**src/tmw_pkg.sv**
```systemverilog
package tmw_pkg;

  localparam int ADDR_W = 3;
  localparam int DATA_W = 16;
  localparam int CNT_W = 16;
  localparam int NUM_AB = 2;
  localparam int NUM_FLAGS = 5;

  // Register word addresses
  localparam logic [ADDR_W-1:0] ADDR_STATUS = 3'h0;
  localparam logic [ADDR_W-1:0] ADDR_CTRL_AB = 3'h1;
  localparam logic [ADDR_W-1:0] ADDR_IRQ_EN = 3'h2;
  localparam logic [ADDR_W-1:0] ADDR_COUNTER = 3'h3;
  localparam logic [ADDR_W-1:0] ADDR_GR_A = 3'h4;
  localparam logic [ADDR_W-1:0] ADDR_GR_B = 3'h5;
  localparam logic [ADDR_W-1:0] ADDR_RUN = 3'h6;

  // Status and enable byte layout
  localparam int OVF_BIT = 7;
  localparam logic [7:0] RSVD_STATUS = 8'h70;
  localparam logic [7:0] RSVD_IRQ_EN = 8'h70;
  localparam int FLAG_OVF = 4;

  // Channel A/B control byte layout
  localparam logic [7:0] RSVD_CTRL_AB = 8'h88;
  localparam int B_MODE_BIT = 6;
  localparam int B_ACT_LSB = 4;
  localparam int A_MODE_BIT = 2;
  localparam int A_ACT_LSB = 0;
  localparam int RUN_BIT = 0;

  // Reset values
  localparam logic [CNT_W-1:0] COUNTER_RESET = 16'h0000;
  localparam logic [CNT_W-1:0] COUNTER_MAX = 16'hffff;
  localparam logic [CNT_W-1:0] GR_RESET = 16'hffff;
  localparam logic [7:0] CTRL_RESET = 8'h00;
  localparam logic [4:0] EN_RESET = 5'h00;

  typedef enum logic [1:0] {
    ACT_NONE = 2'b00,
    ACT_LOW = 2'b01,
    ACT_HIGH = 2'b10,
    ACT_TOGGLE = 2'b11
  } tmw_action_t;

  typedef enum logic [1:0] {
    EDGE_RISE = 2'b00,
    EDGE_FALL = 2'b01,
    EDGE_BOTH = 2'b10,
    EDGE_BOTH_ALT = 2'b11
  } tmw_edge_t;

  typedef struct packed {
    logic capture;
    logic [1:0] action;
  } tmw_chan_cfg_t;

  typedef struct packed {
    logic sync1;
    logic sync2;
    logic prev;
    logic pin;
    logic event_hit;
    logic [CNT_W-1:0] gr;
  } tmw_chan_st_t;

  typedef struct packed {
    logic [CNT_W-1:0] counter;
    logic run;
    logic [NUM_FLAGS-1:0] flags;
    logic [NUM_FLAGS-1:0] armed;
    logic [7:0] ctrl;
    logic [NUM_FLAGS-1:0] irq_en;
    logic [DATA_W-1:0] rdata;
    logic [NUM_FLAGS-1:0] irq;
  } tmw_top_st_t;

endpackage : tmw_pkg

```
**src/tmw_chan.sv**
```systemverilog
`timescale 1ns/1ps
`default_nettype none

module tmw_chan
  import tmw_pkg::*;
(
  input wire logic i_core_clk,
  input wire logic i_reset_n,
  input wire tmw_chan_cfg_t i_cfg,
  input wire logic i_tick,
  input wire logic [CNT_W-1:0] i_counter,
  input wire logic i_gr_wr,
  input wire logic [CNT_W-1:0] i_gr_wdata,
  input wire logic i_pin,
  output logic [CNT_W-1:0] o_gr,
  output logic o_event,
  output logic o_pin,
  output logic o_pin_oe
);

  tmw_chan_st_t st_q;
  tmw_chan_st_t st_d;
  logic rise;
  logic fall;
  logic edge_hit;

  always_comb begin
    st_d = st_q;
    st_d.sync1 = i_pin;
    st_d.sync2 = st_q.sync1;
    st_d.prev = st_q.sync2;
    st_d.event_hit = 1'b0;
    rise = st_q.sync2 & ~st_q.prev;
    fall = ~st_q.sync2 & st_q.prev;
    case (tmw_edge_t'(i_cfg.action))
      EDGE_RISE: edge_hit = rise; // see RQ12 see RQ13
      EDGE_FALL: edge_hit = fall;
      default: edge_hit = rise | fall;
    endcase
    if (i_gr_wr) begin
      st_d.gr = i_gr_wdata;
    end
    if (i_cfg.capture) begin
      // Capture wins over a software write in the same cycle
      if (edge_hit) begin
        st_d.gr = i_counter; // see RQ5
        st_d.event_hit = 1'b1;
      end
    end else if (i_tick && (i_counter == st_q.gr)) begin
      st_d.event_hit = 1'b1; // see RQ4
      case (tmw_action_t'(i_cfg.action))
        ACT_NONE: st_d.pin = st_q.pin; // see RQ10 see RQ11
        ACT_LOW: st_d.pin = 1'b0;
        ACT_HIGH: st_d.pin = 1'b1;
        ACT_TOGGLE: st_d.pin = ~st_q.pin;
        default: st_d.pin = st_q.pin;
      endcase
    end
  end

  always_ff @(posedge i_core_clk) begin
    if (!i_reset_n) begin
      st_q <= '{sync1: 1'b0, sync2: 1'b0, prev: 1'b0, pin: 1'b0,
                event_hit: 1'b0, gr: GR_RESET};
    end else begin
      st_q <= st_d;
    end
  end

  assign o_gr = st_q.gr;
  assign o_event = st_q.event_hit;
  assign o_pin = st_q.pin;
  assign o_pin_oe = ~i_cfg.capture; // see RQ8 see RQ9

endmodule : tmw_chan

`default_nettype wire

```
**src/tmw_timer_status_ab.sv**
```systemverilog
// Functional notes
// RQ1 - Counter wrap to zero sets overflow flag
// RQ2 - Overflow clears by read-at-one then write zero
// RQ3 - Status bits 6..4 always read one
// RQ4 - Compare-mode match sets channel event flag
// RQ5 - Capture-mode capture sets channel event flag
// RQ6 - Channel flags clear by read-at-one, write zero
// RQ7 - Control bits 7 and 3 read one
// RQ8 - Control bit 6 selects B compare/capture
// RQ9 - Control bit 2 selects A compare/capture
// RQ10 - B action bits 5:4 set pin on match
// RQ11 - A action bits 1:0 set pin on match
// RQ12 - B action field selects capture edge
// RQ13 - A action field selects capture edge
// RQ14 - Control field positions B6, B5:4, A2, A1:0
// RQ15 - Overflow request when flag and enable set
// RQ16 - Channel request when flag and enable set
// RQ17 - Writing one leaves flags unchanged
// RQ18 - Set event beats simultaneous clearing write
`timescale 1ns/1ps
`default_nettype none

module tmw_timer_status_ab
  import tmw_pkg::*;
(
  input wire logic i_core_clk,
  input wire logic i_reset_n,
  input wire logic [ADDR_W-1:0] i_addr,
  input wire logic [DATA_W-1:0] i_wdata,
  input wire logic i_wr,
  input wire logic i_rd,
  output logic [DATA_W-1:0] o_rdata,
  input wire logic i_chan_a_pin,
  output logic o_chan_a_pin,
  output logic o_chan_a_pin_oe,
  input wire logic i_chan_b_pin,
  output logic o_chan_b_pin,
  output logic o_chan_b_pin_oe,
  input wire logic i_chan_c_event,
  input wire logic i_chan_d_event,
  output logic o_overflow_irq,
  output logic [3:0] o_chan_irq
);

  tmw_top_st_t st_q;
  tmw_top_st_t st_d;

  tmw_chan_cfg_t cfg [NUM_AB];
  logic [NUM_AB-1:0] gr_wr;
  logic [NUM_AB-1:0] pin_in;
  logic [NUM_AB-1:0] pin_out;
  logic [NUM_AB-1:0] pin_oe;
  logic [NUM_AB-1:0] ch_event;
  logic [CNT_W-1:0] gr_val [NUM_AB];

  logic [7:0] status_byte;
  logic [7:0] ctrl_byte;
  logic [7:0] en_byte;
  logic [NUM_FLAGS-1:0] set_vec;
  logic [NUM_FLAGS-1:0] wr_bits;
  logic [NUM_FLAGS-1:0] clr_vec;
  logic status_wr;
  logic counter_wr;
  logic wrap;

  assign pin_in = {i_chan_b_pin, i_chan_a_pin};

  // Field placement of the A/B control byte
  assign cfg[0] = '{capture: st_q.ctrl[A_MODE_BIT],
                    action: st_q.ctrl[A_ACT_LSB+1:A_ACT_LSB]}; // see RQ14
  assign cfg[1] = '{capture: st_q.ctrl[B_MODE_BIT],
                    action: st_q.ctrl[B_ACT_LSB+1:B_ACT_LSB]}; // see RQ14

  assign gr_wr[0] = i_wr && (i_addr == ADDR_GR_A);
  assign gr_wr[1] = i_wr && (i_addr == ADDR_GR_B);

  genvar g;
  generate
    for (g = 0; g < NUM_AB; g++) begin : g_chan
      tmw_chan u_chan (
        .i_core_clk(i_core_clk),
        .i_reset_n(i_reset_n),
        .i_cfg(cfg[g]),
        .i_tick(st_q.run),
        .i_counter(st_q.counter),
        .i_gr_wr(gr_wr[g]),
        .i_gr_wdata(i_wdata[CNT_W-1:0]),
        .i_pin(pin_in[g]),
        .o_gr(gr_val[g]),
        .o_event(ch_event[g]),
        .o_pin(pin_out[g]),
        .o_pin_oe(pin_oe[g])
      );
    end
  endgenerate

  always_comb begin
    st_d = st_q;
    status_byte = {st_q.flags[FLAG_OVF], 3'b000, st_q.flags[3:0]} | RSVD_STATUS; // see RQ3
    ctrl_byte = st_q.ctrl | RSVD_CTRL_AB; // see RQ7
    en_byte = {st_q.irq_en[FLAG_OVF], 3'b000, st_q.irq_en[3:0]} | RSVD_IRQ_EN;
    status_wr = i_wr && (i_addr == ADDR_STATUS);
    counter_wr = i_wr && (i_addr == ADDR_COUNTER);

    // Free counter; a software write suppresses the wrap of that cycle
    wrap = st_q.run && (st_q.counter == COUNTER_MAX) && !counter_wr;
    if (counter_wr) begin
      st_d.counter = i_wdata[CNT_W-1:0];
    end else if (st_q.run) begin
      st_d.counter = st_q.counter + 16'h0001;
    end

    set_vec = {wrap, i_chan_d_event, i_chan_c_event, ch_event}; // see RQ1 see RQ4 see RQ5

    // Only a zero written to an armed flag clears it; ones are ignored
    wr_bits = {i_wdata[OVF_BIT], i_wdata[3:0]};
    clr_vec = {NUM_FLAGS{status_wr}} & ~wr_bits & st_q.armed; // see RQ2 see RQ6 see RQ17
    st_d.flags = set_vec | (st_q.flags & ~clr_vec); // see RQ18

    // Arming needs a read that saw the flag at one; any status write consumes it
    if (status_wr) begin
      st_d.armed = '0;
    end else if (i_rd && (i_addr == ADDR_STATUS)) begin
      st_d.armed = st_q.armed | st_q.flags; // see RQ2 see RQ6
    end
    st_d.armed = st_d.armed & st_d.flags;

    if (i_wr) begin
      case (i_addr)
        ADDR_CTRL_AB: st_d.ctrl = i_wdata[7:0] & ~RSVD_CTRL_AB; // see RQ8 see RQ9
        ADDR_IRQ_EN: st_d.irq_en = {i_wdata[OVF_BIT], i_wdata[3:0]};
        ADDR_RUN: st_d.run = i_wdata[RUN_BIT];
        default: st_d.run = st_q.run;
      endcase
    end

    st_d.rdata = '0;
    if (i_rd) begin
      case (i_addr)
        ADDR_STATUS: st_d.rdata = {8'h00, status_byte};
        ADDR_CTRL_AB: st_d.rdata = {8'h00, ctrl_byte};
        ADDR_IRQ_EN: st_d.rdata = {8'h00, en_byte};
        ADDR_COUNTER: st_d.rdata = st_q.counter;
        ADDR_GR_A: st_d.rdata = gr_val[0];
        ADDR_GR_B: st_d.rdata = gr_val[1];
        ADDR_RUN: st_d.rdata = {15'h0000, st_q.run};
        default: st_d.rdata = '0;
      endcase
    end

    // Requests follow the flag and enable of the same edge
    st_d.irq = st_d.flags & st_d.irq_en; // see RQ15 see RQ16
  end

  always_ff @(posedge i_core_clk) begin
    if (!i_reset_n) begin
      st_q <= '{counter: COUNTER_RESET, run: 1'b0, flags: '0, armed: '0,
                ctrl: CTRL_RESET, irq_en: EN_RESET, rdata: '0, irq: '0};
    end else begin
      st_q <= st_d;
    end
  end

  assign o_rdata = st_q.rdata;
  assign o_chan_a_pin = pin_out[0];
  assign o_chan_a_pin_oe = pin_oe[0];
  assign o_chan_b_pin = pin_out[1];
  assign o_chan_b_pin_oe = pin_oe[1];
  assign o_overflow_irq = st_q.irq[FLAG_OVF];
  assign o_chan_irq = st_q.irq[3:0];

endmodule : tmw_timer_status_ab

`default_nettype wire

```
**config.mk**
```make
export PLATFORM = sky130hd
export DESIGN_NAME = tmw_timer_status_ab
export DESIGN_NICKNAME = d
export VERILOG_FILES = /design/src/tmw_pkg.sv /design/src/tmw_chan.sv /design/src/tmw_timer_status_ab.sv
export SDC_FILE = /design/constraint.sdc
export NUM_CORES = 1
export LEC_CHECK = 0
export BUFFER_PORTS_ARGS = -buffer_cell sky130_fd_sc_hd__buf_2
export CAP_MARGIN = 25
export CORE_MARGIN = 5
export CORE_UTILIZATION = 45
export CTS_CLUSTER_DIAMETER = 150
export DETAILED_ROUTE_END_ITERATION = 8
export PLACE_DENSITY = 0.66
export SLEW_MARGIN = 25
export SYNTH_ARGS = -nofsm -noshare
export SYNTH_HDL_FRONTEND = slang
export SYNTH_SLANG_ARGS = --single-unit
```
**constraint.sdc**
```tcl
create_clock -name i_core_clk -period 1.7 [get_ports i_core_clk]
set_clock_uncertainty 0.15 [all_clocks]
set_input_delay 0.085 -clock i_core_clk [delete_from_list [all_inputs] [get_ports i_core_clk]]
set_output_delay 0.085 -clock i_core_clk [all_outputs]
set_load 0.02 [all_outputs]
```
---- Word-level counts from Yosys, hierarchy flattened ----
Index checks and enable logic that the tools add are counted.
operators by class
  add/subtract/negate cells ............... 1
  eq/ne operators ......................... 15
  mux-type cells .......................... 21
  bitwise gates (word level) .............. 25
  reductions and logical operators ........ 19
operator list
  cell                   number
  $pmux 16 s7            1
  $mux 16                6
  $mux 17                2
  $eq 16x16->1           2
  $and 5x5->5            5
  $mux 5                 4
  $add 16x1->16 const B  1
  $eq 16x16->1 const B   1
  $not 1->1              10
  $not 5->5              2
  $or 5x5->5             2
  $eq 3x3->1 const B     3
  $logic_and 1x1->1      9
  $eq 2x2->1 const B     4
  $eq 3x2->1 const B     2
  $pmux 1 s3             2
  $reduce_and 2->1       3
  $reduce_and 3->1       2
  $and 1x1->1            4
  $eq 2x1->1 const B     2
  $logic_not 2->1        2
  $mux 1                 4
  $pmux 1 s2             2
  $eq 3x1->1 const B     1
  other kinds (4)        5
storage, ports and cells
  register bits ........................... 101
  input port bits ......................... 27
  logic and storage cells ................. 101

---- Logic depth before layout (Yosys ltp) ----
  depth after elaboration ................. 8
  mapped depth ............................ 7
  depth with buffers taken out ............ 6

---- Cells and area by module ----
A second synthesis with hierarchy kept.
unflattened totals
  cells, all modules ...................... 621
  area, all modules ....................... 5467.7 µm²
modules (own cells, without submodules)
  module               instances  cells an instance  area each (µm²)  sequential area each (µm²)
  tmw_timer_status_ab  1          327                2975.4           1181.1
  tmw_chan             2          147                1246.2           420.4

---- Least setup slack after synthesis ----
OpenSTA, ideal clock, no wires.
  path type ............................... reg2reg
  from .................................... register g_chan[1].u_chan.st_q, in the netlist g_chan[1].u_chan.st_d[18]
  to ...................................... register g_chan[1].u_chan.st_q, in the netlist g_chan[1].u_chan.o_gr[13]
  arrival ................................. 1.489 ns
  required time ........................... 1.416 ns
  slack ................................... -0.073 ns
  stages on the path, launching flop included .. 8
  buffers on the path ..................... 1
  path through ............................ dfxtp_1 -> inv_1 -> ha_1 -> mux2_2 -> o211ai_2 -> clkbuf_1 -> and3_1 -> o21ai_0
between the ends
  longest elaborated chain between the ends .. 6
ends and longest elaborated chain
  element                   RTL line        RTL
  start: declaration        tmw_chan.sv:21  tmw_chan_st_t st_q;
  start signal: assignment  tmw_chan.sv:63  st_q <= '{sync1: 1'b0, sync2: 1'b0, prev: 1'b0, pin: 1'b0,
  start signal: assignment  tmw_chan.sv:66  st_q <= st_d;
  $not 1->1                 tmw_chan.sv:34  fall = ~st_q.sync2 & st_q.prev;
  $and 1x1->1               tmw_chan.sv:34
  $or 1x1->1                tmw_chan.sv:38  default: edge_hit = rise | fall;
  $pmux 1 s2 (*)            tmw_chan.sv:35  case (tmw_edge_t'(i_cfg.action))
  $mux 17 (*)               tmw_chan.sv:45  if (edge_hit) begin
  $mux 16 (*)               tmw_chan.sv:43  if (i_cfg.capture) begin
Every way passes the cells marked *; elsewhere a longest branch is shown, timed or not.
A chain may end at the register's enable or synchronous reset.

---- Final worst setup path ----
  from .................................... register g_chan[0].u_chan.st_q, in the netlist g_chan[0].u_chan.st_d[18]
  to ...................................... register g_chan[0].u_chan.st_q, in the netlist g_chan[0].u_chan.o_gr[3]
between the ends
  longest elaborated chain between the ends .. 6
ends and longest elaborated chain
  element                   RTL line
  start: declaration        tmw_chan.sv:21
  start signal: assignment  tmw_chan.sv:63
  start signal: assignment  tmw_chan.sv:66
  $not 1->1                 tmw_chan.sv:34
  $and 1x1->1               tmw_chan.sv:34
  $or 1x1->1                tmw_chan.sv:38
  $pmux 1 s2 (*)            tmw_chan.sv:35
  $mux 17 (*)               tmw_chan.sv:45
  $mux 16 (*)               tmw_chan.sv:43
Marked as above.

==> run metrics <==
run status=complete, but fails checks; violations in the final reports=negative setup slack; critical path required time=between 1500 and 2000 ps; DIE HEIGHT=around 120 µm; DRC errors left=0; leading cell type by number of instances after synthesis=sky130_fd_sc_hd__dfxtp_1; antenna violations before repair=0; setup repair after global routing missed its margin=yes; cell-by-cell trace of the critical path=inv_2 -> ha_2 -> mux2_4 -> o211ai_4 -> buf_12 -> clkbuf_16 -> and3_4 -> o21ai_2; maximum number of buffers from clock root to sink=2; residual overflow from global routing=0; power density over the cells=between 800 and 900 nW/µm²; post-layout utilization of the core=between 50% and 60%; half-perimeter wire length after detailed placement=about 11 mm; via count of the first global-routing pass=roughly 5000; delay of the slowest cell on the worst path=between 300 and 400 ps; drt first-iter violations=between 600 and 700; busiest layer in global routing=met2; wire length of the first global-routing pass=25.7 mm; average vias per placed instance=5.76; post-synthesis mux area share=5.69%; # setup viols final=25; synthesized area divided by synthesized cell count=between 8 and 9 µm²; largest area contributor in the netlist=sky130_fd_sc_hd__dfxtp_1; simple-gate portion of the synthesized area=about a quarter; sequential power share=46.4%; RD Place Congestion=between 0.8 and 0.9; number of cells on the worst hold path=3; EDFF count, synth=0; sequential element share of the synthesized area=about 39%; top flip-flop cell by instance count after synthesis=sky130_fd_sc_hd__dfxtp_1; flip-flop and latch count after synthesis=between 100 and 150; CTS tree=yes; overall die area=about 14000 µm²; Core Region=11400 µm²; wirelength, routed=16.8 mm; clk sinks=101; Die Wd=between 100 and 150 µm; post-placement worst setup slack=-113 ps; min-delay worst type=in2reg; max-slew violation count=0; net switching power=~1400 µW; leakage component of the power=between 0.003 and 0.004 µW; layout cell share with drive strength beyond 1=around 31%; relative contribution of the clock network to total power=40.8%; antenna diode count=0; clock network latency to the later pin of the worst-skew pair=350 ps; gate count after technology mapping=~650; total count of hold-check failures in the final report=0; post-synthesis async set-or-reset flop share=0%; Post-Route Setup TNS=-877 ps; Warnings, synthesis=0; syn_nets=a little under 700; Internal=4050 µW; # port buffers=just over 50; element type at the critical path start=flop; NumNets Final=between 700 and 800; leading post-synthesis cells by instance count=sky130_fd_sc_hd__dfxtp_1 (101), sky130_fd_sc_hd__nor2_1 (92), sky130_fd_sc_hd__nand2_1 (82); cells taking the most area after synthesis=sky130_fd_sc_hd__dfxtp_1 (39%), sky130_fd_sc_hd__nor2_1 (6.6%), sky130_fd_sc_hd__nand2_1 (5.9%); part of the cycle the worst path needs=104%; Worst-path clk slew=~70 ps; Compound-Gate Fraction of Synth Area=between 10 and 15%; I/O pin total=between 50 and 60; area delta synth->final=30.1%; Cell variety after synth=44; Worst Slack Setup Final=-66.5 ps; switching part of the total power=roughly 26%; Detailed Routing Iterations Pass 1=5; fraction of power consumed by combinational cells=between 10 and 15%; total number of vias=between 5000 and 6000; actual transition at the worst max-transition pin=roughly 430 ps; number of maximum-capacitance violations=0; CP max-delay cell=sky130_fd_sc_hd__dfxtp_2; endpoint class of the critical path=flop; share of the synthesized area in the top cell type=approximately 39%; post-synthesis share of cell area spent on xor and xnor gates=a little under 8%; main combinational cell family by area after synthesis=simple AND/OR/NAND/NOR gates; Post-Place Cells=826; path depth of the worst reg2reg path=8; largest fanout on the critical path=8; fillcell total=966; maximum clock frequency=566 MHz; average detailed-routed wire length per instance=roughly 19 µm; number of H-tree levels=3; post-layout min period=about 1800 ps; FP Rows=39; starting density of the core=45.8%; pin count of the biggest net entering global routing=39; library cell used as clock root buffer=sky130_fd_sc_hd__clkbuf_16; adder-cell area share of the yosys netlist=1.20%; met2 GRT Util=between 30% and 40%; global-route met1 utilization=29.6%; Setup CP Type=reg2reg; total global routing track utilization=22.8%; netlist area before placement=around 5200 µm²; number of nets with antenna violations after routing=0; Post-Layout Cell Count=between 800 and 900; number of buffers added by the clock tree synthesis step=9; met3 Use GR=between 4 and 5%; Arr. time, crit path=between 1500 and 2000 ps; tightest slew margin relative to the limit=between 70% and 80%; Max rail drop VDD=about 550 µV
-- final cells by class --
class	count	area, µm²	share of cell area (%)
clock buffers	9	225	3.32
clock inverters	6	86.3	1.27
inverters	12	45.0	0.665
multi-input cells	461	2960	43.7
flip-flops and latches	101	2060	30.3
well taps	143	179	2.64
repair buffers	147	1220	18.0
-- routing by layer --
metal / share of wire [%] / up-vias
met5: 0 / -
met4: 4.3 / 0
met3: 8.5 / 56
met2: 46 / 255
met1: 41 / 2408
li1: - / 2346
-- through the flow --
step                      hold slack [ps]  area, µm²  total power (µW)
final                                27.2       6780              5440
after global routing                 53.2       6780              5600
after CTS                           -60.3       6490              5390
after detailed placement              150       5750              3160
after global placement                140       5750              3140
after floorplan                      62.3       5210              2940
-- state kept, by name, indices dropped and copies added (netlist names) --
register and flops:
g_chan.u_chan.o_gr 32, cfg 6, o_overflow_irq 1, o_chan_irq 4, g_chan.u_chan.st_q 2, g_chan.u_chan.o_pin 2
g_chan.u_chan.o_event 2, en_byte 5, g_chan.u_chan.st_d 4, o_rdata 16, st_q 27
-- cells in the final DEF (no fill, tap or decap), types with 16 or more instances in the layout --
cell | netlist | final
sky130_fd_sc_hd__dfxtp_1 | 101 | 82
sky130_fd_sc_hd__nor2_1 | 92 | 86
sky130_fd_sc_hd__buf_2 | 28 | 51
sky130_fd_sc_hd__xnor2_1 | 34 | 25
sky130_fd_sc_hd__nand3_1 | 16 | 16
sky130_fd_sc_hd__buf_4 | 24 | 59
sky130_fd_sc_hd__o21ai_1 | 26 | 26
sky130_fd_sc_hd__dlygate4sd3_1 | 0 | 22
sky130_fd_sc_hd__a21oi_1 | 26 | 24
sky130_fd_sc_hd__and3_1 | 34 | 28
sky130_fd_sc_hd__nand2_1 | 82 | 81
-- power groups by stage --
stage | registers (µW) | logic (µW) | clock network (µW)
4_1_cts | 2520 | 653 | 2220
2_1_floorplan | 2530 | 412 | 0
5_1_grt | 2530 | 748 | 2320
6_report | 2520 | 697 | 2220
3_3_place_gp | 2560 | 580 | 0
3_5_place_dp | 2560 | 591 | 0
-- kinds of logic (layout without fill, tap and decap cells) --
logic type               after synthesis  count (layout)
AO/OA/AOI/OAI                        106             106
XOR/XNOR                              47              47
adder cells (fa/ha/maj)                5               5
buffers and inverters                 84             174
flip-flops                           101             101
multiplexers                          28              28
AND/OR/NAND/NOR                      275             275
-- critical path: cells and delay by family, from the launching register on --
| kind | cells | cell delay [ps] |
|---|---|---|
| buffers and inverters | 3 | 360 |
| AND/OR/NAND/NOR | 1 | 170 |
| AO/OA/AOI/OAI | 2 | 220 |
| flip-flops | 1 | 340 |
| adder cells (fa/ha/maj) | 1 | 170 |
| multiplexers | 1 | 270 |
-- final timing paths --
kind,startpoint,end,slack [ps]
worst min register to register,g_chan[1].u_chan.st_d[19]$_SDFF_PN0_,g_chan[1].u_chan.st_d[18]$_SDFF_PN0_,290
worst max-delay path,g_chan[0].u_chan.st_d[18]$_SDFF_PN0_,g_chan[0].u_chan.o_gr[3]$_SDFF_PN1_,-70
worst max register to register,g_chan[0].u_chan.st_d[18]$_SDFF_PN0_,g_chan[0].u_chan.o_gr[3]$_SDFF_PN1_,-70
worst min-delay path,i_addr[2],o_rdata[3]$_SDFF_PN0_,30
-- repair_timing --
item                                    4_1_cts  5_1_grt
hold endpoints to repair                     51        8
buffers inserted                              9        1
resized for setup                            30       49
pin swaps                                     2       14
endpoints found under the setup margin       39       47
cloned                                        2        4
hold buffers                                 21        1
Note: power is estimated with default switching activity, not from simulation.
